[src/rtl/sps_pkg.sv]
package sps_pkg;

  // ----------------------------------------------------------------------
  // control register bit positions
  // ----------------------------------------------------------------------
  localparam int CTL_RATE_LOW    = 0;
  localparam int CTL_RATE_HIGH   = 1;
  localparam int CTL_PHASE       = 2;
  localparam int CTL_IDLE_LEVEL  = 3;
  localparam int CTL_MASTER      = 4;
  localparam int CTL_ORDER       = 5;
  localparam int CTL_ENABLE      = 6;
  localparam int CTL_IRQ_ENABLE  = 7;

  // ----------------------------------------------------------------------
  // status register bit positions
  // ----------------------------------------------------------------------
  localparam int STS_DOUBLE      = 0;
  localparam int STS_COLLISION   = 6;
  localparam int STS_DONE        = 7;

  // ----------------------------------------------------------------------
  // reset values and sizes
  // ----------------------------------------------------------------------
  localparam logic [7:0] CTL_RESET  = 8'h00;
  localparam logic [7:0] DATA_RESET = 8'h00;
  localparam int         BITS       = 8;

  // half period of sck in system clocks per rate index {double,hi,lo}
  // fosc/4,/16,/64,/128,/2,/8,/32,/64
  localparam int HALF_DIV [8] = '{2, 8, 32, 64, 1, 4, 16, 32};

  // least time between slave sck samples: four system clocks
  localparam int SLV_SCK_MIN_DIV = 4;

  typedef enum logic [1:0] {SPS_IDLE, SPS_LEAD, SPS_TRAIL} sps_state_t;

endpackage

[src/rtl/sps_rate_div.sv]
`timescale 1ns/1ps
`default_nettype none

// ------------------------------------------------------------------------
// half-period enable generator for the master serial clock
// ------------------------------------------------------------------------
module sps_rate_div #(
  parameter int CNT_W = 7
) (
  // clock and reset
  input  wire logic             clk,
  input  wire logic             rst_n,
  // control
  input  wire logic             run,
  input  wire logic [2:0]       rate_idx,
  // output
  output logic                  half_tick
);

  logic [CNT_W-1:0] cnt_r;
  wire  [CNT_W-1:0] limit = CNT_W'(sps_pkg::HALF_DIV[rate_idx] - 1);
  wire              wrap  = (cnt_r >= limit);

  assign half_tick = run && wrap;

  // restart on every new byte so the first half period is whole
  always_ff @(posedge clk or negedge rst_n)
  begin
    if (!rst_n)
      cnt_r <= '0;
    else if (!run || wrap)
      cnt_r <= '0;
    else
      cnt_r <= cnt_r + 1'b1;
  end

endmodule // sps_rate_div

`default_nettype wire

[src/rtl/sps_port.sv]
// Operation
// master: writing data starts the clock and shifts eight bits out
// master: after one byte clock stops, done flag sets, irq if enabled
// software drives slave select in master mode, not this block
// master pulls select low to start, high after each packet
// mosi and miso bits exchange simultaneously on each master clock
// slave with select high: idle, miso released, sck ignored
// slave data may be loaded while select high, shifts after select low
// slave: done flag sets after a whole byte, irq if enabled
// each received byte is copied into the receive buffer
// transmit single buffered: no write until shift cycle completes
// receive double buffered: read before next byte completes
// external master keeps sck at or below fosc/4
// master forces miso input; slave forces mosi, sck, select input
// port held inactive while power gate bit is one
// seven master rates selectable, fastest doubled gives clock/2
// enable, master, rate low only gives clock/16
// bit order selects lsb first or msb first
// done interrupt can wake processor from idle sleep
// write during transfer sets collision; status read then data clears
// slave: select high resets logic and drops partial bits
// master with select input driven low becomes slave, sets done
// idle level and sample phase give four transfer modes
// after reset all control bits zero
`timescale 1ns/1ps
`default_nettype none

module sps_port (
  // clock and reset
  input  wire logic       CLOCK,
  input  wire logic       RST_N,
  // processor side
  input  wire logic       CTL_WR,
  input  wire logic [7:0] CTL_WDATA,
  input  wire logic       STS_WR,
  input  wire logic       STS_RD,
  input  wire logic       DATA_WR,
  input  wire logic       DATA_RD,
  input  wire logic [7:0] WDATA,
  input  wire logic       POWER_GATE_BIT,
  input  wire logic       SS_DIR_OUT,
  output logic [7:0]      SERIAL_CONTROL_REG,
  output logic [7:0]      SERIAL_STATUS_REG,
  output logic [7:0]      SERIAL_DATA_REG,
  output logic            XFER_IRQ,
  output logic            WAKE_IDLE,
  // serial pins
  input  wire logic       SCK_I,
  output logic            SCK_O,
  output logic            SCK_OE_OVR,
  input  wire logic       MOSI_I,
  output logic            MOSI_O,
  output logic            MOSI_OE_OVR,
  input  wire logic       MISO_I,
  output logic            MISO_O,
  output logic            MISO_OE_OVR,
  input  wire logic       SS_N_I,
  output logic            SS_IN_FORCED
);

  // ----------------------------------------------------------------------
  // registers
  // ----------------------------------------------------------------------
  logic [7:0]           ctl_r;
  logic                 dbl_r;
  logic                 done_r;
  logic                 coll_r;
  logic                 armed_r;
  logic [7:0]           shift_r;
  logic [7:0]           rxbuf_r;
  logic [2:0]           cnt_r;
  logic                 sck_r;
  logic                 sck_d_r;
  logic                 ss_d_r;
  logic                 sin_r;
  sps_pkg::sps_state_t  st_r;

  // ----------------------------------------------------------------------
  // decode
  // ----------------------------------------------------------------------
  wire       enabled  = ctl_r[sps_pkg::CTL_ENABLE] && !POWER_GATE_BIT;
  wire       master   = enabled && ctl_r[sps_pkg::CTL_MASTER];
  wire       slave    = enabled && !ctl_r[sps_pkg::CTL_MASTER];
  wire       clock_idle_level     = ctl_r[sps_pkg::CTL_IDLE_LEVEL];
  wire       clock_sample_phase     = ctl_r[sps_pkg::CTL_PHASE];
  wire       lsb      = ctl_r[sps_pkg::CTL_ORDER];
  wire [2:0] rate_idx = {dbl_r, ctl_r[sps_pkg::CTL_RATE_HIGH],
                         ctl_r[sps_pkg::CTL_RATE_LOW]};
  wire       busy     = (st_r != sps_pkg::SPS_IDLE);
  wire       ss_sel   = !SS_N_I;
  // master lost: select input pulled low by another master
  wire       mode_fault = master && !SS_DIR_OUT && ss_sel;
  wire       slv_act  = slave && ss_sel;
  wire       slv_drop = slave && !ss_sel;
  wire       tx_bit   = lsb ? shift_r[0] : shift_r[7];
  wire [7:0] shl_in   = {shift_r[6:0], sin_r};
  wire [7:0] shr_in   = {sin_r, shift_r[7:1]};
  wire [7:0] shifted  = lsb ? shr_in : shl_in;

  // ----------------------------------------------------------------------
  // master clock divider
  // ----------------------------------------------------------------------
  logic half_tick;
  sps_rate_div #(
    .CNT_W     (7)
  ) u_div (
    .clk       (CLOCK),
    .rst_n     (RST_N),
    .run       (master && busy),
    .rate_idx  (rate_idx),
    .half_tick (half_tick)
  );

  // slave sck edges, inputs taken as synchronous
  wire s_rise  = (SCK_I && !sck_d_r);
  wire s_fall  = (!SCK_I && sck_d_r);
  wire s_lead  = slv_act && (clock_idle_level ? s_fall : s_rise);
  wire s_trail = slv_act && (clock_idle_level ? s_rise : s_fall);

  // unified leading / trailing edge strobes for both roles
  wire m_lead  = master && half_tick && (st_r == sps_pkg::SPS_LEAD);
  wire m_trail = master && half_tick && (st_r == sps_pkg::SPS_TRAIL);
  wire e_lead  = m_lead  || (s_lead  && busy);
  wire e_trail = m_trail || (s_trail && busy);
  // clock_sample_phase 0 samples leading, clock_sample_phase 1 samples trailing
  wire e_sample = clock_sample_phase ? e_trail : e_lead;
  wire e_setup  = clock_sample_phase ? e_lead  : e_trail;
  wire last_bit = (cnt_r == 3'(sps_pkg::BITS - 1));
  wire byte_end = e_trail && last_bit;
  wire rx_in    = master ? MISO_I : MOSI_I;

  wire start_m  = master && DATA_WR && !busy && !mode_fault;
  wire wr_busy  = DATA_WR && busy;
  // collision and done clear: status read flagged them, then data access
  wire data_acc = DATA_WR || DATA_RD;

  // ----------------------------------------------------------------------
  // control and status
  // ----------------------------------------------------------------------
  always_ff @(posedge CLOCK or negedge RST_N)
  begin
    if (!RST_N)
    begin
      ctl_r <= sps_pkg::CTL_RESET;
      dbl_r <= 1'b0;
    end
    else
    begin
      if (CTL_WR)
        ctl_r <= CTL_WDATA;
      else if (mode_fault)
        ctl_r[sps_pkg::CTL_MASTER] <= 1'b0;
      if (STS_WR)
        dbl_r <= WDATA[sps_pkg::STS_DOUBLE];
    end
  end

  // clear needs a status read seen with the flag set first
  always_ff @(posedge CLOCK or negedge RST_N)
  begin
    if (!RST_N)
    begin
      done_r  <= 1'b0;
      coll_r  <= 1'b0;
      armed_r <= 1'b0;
    end
    else
    begin
      if (STS_RD && (done_r || coll_r))
        armed_r <= 1'b1;
      else if (data_acc)
        armed_r <= 1'b0;
      // set wins over clear
      if (byte_end || mode_fault)
        done_r <= 1'b1;
      else if (armed_r && data_acc)
        done_r <= 1'b0;
      if (wr_busy)
        coll_r <= 1'b1;
      else if (armed_r && data_acc)
        coll_r <= 1'b0;
    end
  end

  // ----------------------------------------------------------------------
  // shift engine
  // ----------------------------------------------------------------------
  always_ff @(posedge CLOCK or negedge RST_N)
  begin
    if (!RST_N)
    begin
      st_r    <= sps_pkg::SPS_IDLE;
      shift_r <= sps_pkg::DATA_RESET;
      rxbuf_r <= sps_pkg::DATA_RESET;
      cnt_r   <= 3'h0;
      sin_r   <= 1'b0;
      sck_r   <= 1'b0;
      sck_d_r <= 1'b0;
      ss_d_r  <= 1'b1;
    end
    else
    begin
      sck_d_r <= SCK_I;
      ss_d_r  <= SS_N_I;
      if (!enabled || mode_fault || slv_drop)
      begin
        // drop partial bits, keep a preloaded byte for the next frame
        st_r  <= sps_pkg::SPS_IDLE;
        cnt_r <= 3'h0;
        sck_r <= clock_idle_level;
        if (DATA_WR && !busy)
          shift_r <= WDATA;
      end
      else
      begin
        if (start_m || (slave && DATA_WR && !busy))
          shift_r <= WDATA;
        if (start_m)
          st_r <= sps_pkg::SPS_LEAD;
        else if (slv_act && !busy)
          st_r <= sps_pkg::SPS_LEAD;
        else if (e_lead)
          st_r <= sps_pkg::SPS_TRAIL;
        else if (e_trail)
          st_r <= (last_bit && master) ? sps_pkg::SPS_IDLE
                                       : sps_pkg::SPS_LEAD;
        if (m_lead || m_trail)
          sck_r <= !sck_r;
        else if (!busy)
          sck_r <= clock_idle_level;
        if (e_sample)
          sin_r <= rx_in;
        if (e_trail)
        begin
          cnt_r <= cnt_r + 3'h1;
          if (!clock_sample_phase)
            shift_r <= shifted;
        end
        if (e_lead && clock_sample_phase && cnt_r != 3'h0)
          shift_r <= {lsb ? shr_in : shl_in};
        if (byte_end)
        begin
          // clock_sample_phase 1 takes the last bit on this trailing edge
          if (clock_sample_phase)
          begin
            rxbuf_r <= lsb ? {rx_in, shift_r[7:1]}
                           : {shift_r[6:0], rx_in};
            shift_r <= lsb ? {rx_in, shift_r[7:1]}
                           : {shift_r[6:0], rx_in};
          end
          else
            rxbuf_r <= shifted;
        end
      end
    end
  end

  // ----------------------------------------------------------------------
  // outputs
  // ----------------------------------------------------------------------
  assign SERIAL_CONTROL_REG = ctl_r;
  assign SERIAL_STATUS_REG  = {done_r, coll_r, 5'h00, dbl_r};
  assign SERIAL_DATA_REG    = rxbuf_r;
  // level request; also serves as idle wake source
  assign XFER_IRQ  = done_r && ctl_r[sps_pkg::CTL_IRQ_ENABLE];
  assign WAKE_IDLE = XFER_IRQ;

  assign SCK_O        = master ? sck_r : clock_idle_level;
  assign MOSI_O       = tx_bit;
  assign MISO_O       = tx_bit;
  // overrides: 1 means direction forced to input; else software decides
  assign MISO_OE_OVR  = master || (slave && !ss_sel);
  assign MOSI_OE_OVR  = slave;
  assign SCK_OE_OVR   = slave;
  assign SS_IN_FORCED = slave;

endmodule // sps_port

`default_nettype wire

[config.mk]
export PLATFORM = sky130hd
export DESIGN_NAME = sps_port
export DESIGN_NICKNAME = d
export VERILOG_FILES = /design/src/rtl/sps_pkg.sv /design/src/rtl/sps_rate_div.sv /design/src/rtl/sps_port.sv
export SDC_FILE = /design/constraint.sdc
export NUM_CORES = 1
export LEC_CHECK = 0
export ABC_CLOCK_PERIOD_IN_PS = 6200
export BUFFER_PORTS_ARGS = -buffer_cell sky130_fd_sc_hd__buf_2
export CAP_MARGIN = 20
export CORE_MARGIN = 1.5
export CORE_UTILIZATION = 40
export DETAILED_ROUTE_END_ITERATION = 16
export GPL_ROUTABILITY_DRIVEN = 0
export PLACE_DENSITY = 0.64
export REMOVE_ABC_BUFFERS = 1
export SLEW_MARGIN = 40
export SYNTH_ARGS = -nofsm -noshare
export SYNTH_HDL_FRONTEND = slang
export SYNTH_HIERARCHICAL = 1
export SYNTH_SLANG_ARGS = --single-unit
[constraint.sdc]
create_clock -name CLOCK -period 6.2 [get_ports CLOCK]
set_clock_uncertainty 0.2 [all_clocks]
set_input_delay 0.62 -clock CLOCK [delete_from_list [all_inputs] [get_ports CLOCK]]
set_output_delay 0.62 -clock CLOCK [all_outputs]
set_load 0.1 [all_outputs]
==> qor.csv <==
metric;value;unit
status;finished, final reports clean;
DR WL/cell;14.7;um
Synth-to-Final Area Change;14.9;%
max-slew violation count;0;
Critical Path RT;6190;ps
nets;383;
critical path class;reg -> reg;
Fin Setup TNS;0;ps
Max-cap violations;0;
Yosys top cell area share;0.374;
Layout Utilization;0.482;
final hold violations;0;
fillers;684;
dominant cell type by area after synthesis;dfrtp_1;
YS warnings;6;
I/O pin count;62;
Fmax;249;MHz
clk slew on worst S/H paths;90;ps
Largest delay share family, worst path;simple AND/OR/NAND/NOR gates;
global-route met1 utilization;0.248;
DRT iter0 DRCs;81;
Vias;2311;
unrepaired setup endpoints after global routing;no;
ys async rst share;1.00;
ranking of synthesized cells by area;dfrtp_1 (37%), mux2_2 (6.6%), mux2i_1 (6.3%);
synth cell count leaders;dfrtp_1 (43), nand2_1 (31), nor2_1 (23);
layout cell share with drive strength beyond 1;0.280;
CP endpoint kind;register;
register bit total from synthesis;43;
met2 Track Usage GR;0.298;
post-DR vias/cell;5.26;
Post-synth EDFFs;0;
CP max FO;12;
Syn Area/Cell;9.60;sq um
multi-input logic area;0.00165;sq mm
Final Cycle Share;0.647;
Total Routing Usage GR;0.182;
Worst Max-Slew Pin Slew;695;ps
Clock Sinks;43;
initial antenna violation count;0;
Max rail drop VDD;0.201;mV
Setup-failing EPs final;0;
grt met3 use;0.0349;
# Post-CTS Setup Buffers;0;
clk buf depth;2;
antenna viol nets, final;0;
Critical-path top delay cell;dfrtp_1;
Worst setup SP type;register;
DP HPWL;4730;um
r2r setup slk;2190;ps
PostCTS Resize Cnt;0;
die width;87.8;um
drt total wl;6470;um
Remaining Overflow, GRT;0;
Buf+Inv Stages, Crit Path;0;
Root Buffer;clkbuf_8;
H-tree depth;2;
Cell Area, Synth;0.00288;sq mm
CTS buffer count;5;
first-pass GRT wire length;10900;um
ys flop type;dfrtp_1;
busiest grt layer;met2;
Vert. Die Dim;87.8;um
hold crit path type;in -> async;
CTS tree;yes;
sequential-to-total area share from yosys stat;0.374;
synth unique cells;60;
Hold Buf Count CTS;0;
slowest stage delay, CP;470;ps
Port Buffers;56;
Initial Utilization;0.419;
vias in the first global route;2233;
PwrDens;283;mW/mm^2
Synth Instances;300;
CP Data Arrival Time;4000;ps
Rows;30;
worst-path cell chain;or3_1 -> ha_1 -> nor2_1 -> nand2_1 -> nand2_1 -> a21oi_1 -> ha_1 -> a21oi_1 -> o21ai_0 -> a41oi_1 -> nor2b_1 -> nand4b_1 -> nor3_1 -> o221ai_2 -> and2_4 -> o311a_1;
Leak;1.52;nW
largest net degree at the start of global routing;44;
number of remaining DRC errors;0;
Rel. slew slack;0.536;
clock latency at the later pin of the worst-skew pair;300;ps
register area;0.00108;sq mm
Final min period;4010;ps
Die Area;0.00772;sq mm
most common cell in the netlist;dfrtp_1;
Antenna Cells;0;
Core Area;0.00687;sq mm
TritonRoute pass-1 iters;4;
-- layer usage --
layer	wire length (um)	up-vias
met5	0	-
met4	63	0
met3	302	8
met2	2990	54
met1	3120	1099
li1	-	1150
-- layout make-up --
cell class,instances,share of cell area
sequential,43,0.325
timing repair buffer,56,0.0855
inverter,13,0.0148
clock inverter,2,0.0182
multi-input combinational,223,0.498
clock buffer,6,0.0219
tap,96,0.0363
-- logic make-up after synthesis --
family,after synthesis,share of synthesized area
xor gates and xnor gates,7,0.0213
AOI/OAI and AO/OA,62,0.166
adders and majority gates,13,0.0556
other,1,0.00130
and+or+nand+nor,97,0.171
DFF,43,0.374
muxes,39,0.145
buffers and inverters,38,0.0669
-- per-stage QoR --
step | power, W | hold WS [ps] | std cells | worst slack, ps | instance area [sq um]
floorplan | 0.000608 | 124 | 279 | 1820 | 2750
global placement | 0.000673 | 252 | 431 | 2160 | 3160
detailed placement | 0.000678 | 266 | 431 | 2210 | 3170
CTS | 0.000942 | 129 | 439 | 2180 | 3300
global route | 0.000985 | 143 | 439 | 1860 | 3310
finish | 0.000936 | 106 | 439 | 2190 | 3310
-- layout by cell type, fill, tap and decap left out, drive strengths merged, types with 2 or more instances in the layout --
master / count
nor2: 24
o21ai: 16
inv: 13
a211oi: 5
nor2b: 5
nand3: 7
and3: 3
ha: 12
a32oi: 3
mux2: 21
or3b: 4
nor3b: 2
mux2i: 18
clkbuf: 6
nand2b: 2
o21a: 2
nand4: 5
conb: 5
a2111oi: 2
dfrtp: 43
o311a: 6
a21oi: 13
buf: 56
o22ai: 2
nor3: 3
and2: 3
xnor2: 4
nand3b: 4
bufinv: 2
o211ai: 2
nand2: 31
o221ai: 2
xor2: 3
-- state kept, by name (all words and copies together) (netlist names) --
name	cells
done_r	1
SERIAL_CONTROL_REG	8
st_r	2
armed_r	1
cnt_r	3
u_div/cnt_r	7
sck_d_r	1
shift_r	8
sin_r	1
coll_r	1
dbl_r	1
sck_r	1
SERIAL_DATA_REG	8
-- final timing paths --
| check | cells after the start | start | to |
|---|---|---|---|
| setup / recovery | 16 | SERIAL_CONTROL_REG[0] | shift_r[1] |
| hold / removal | 1 | RST_N | SERIAL_CONTROL_REG[3] |
| setup reg to reg | 16 | SERIAL_CONTROL_REG[0] | shift_r[1] |
| hold reg to reg | 2 | armed_r | armed_r |
| max in group asynchronous | 1 | RST_N | shift_r[2] |
| min in group CLOCK | 2 | armed_r | armed_r |
-- power breakdown --
group          switching (W)  internal [W]  total [W]
combinational       0.000238     0.0000872   0.000326
clock               0.000102      0.000161   0.000263
sequential         0.0000375      0.000310   0.000347
total               0.000378      0.000558   0.000936
-- worst register-to-register path, stage by stage (launching register included) --
cell      delay (ps)
dfrtp_1          470
or3_1            380
ha_1             280
nor2_1           120
nand2_1           60
nand2_1           60
a21oi_1           70
ha_1             330
a21oi_1           90
o21ai_0          160
a41oi_1           60
nor2b_1          120
nand4b_1         230
nor3_1           350
o221ai_2         320
and2_4           270
o311a_1          330
(Power assumes the default switching activity.)
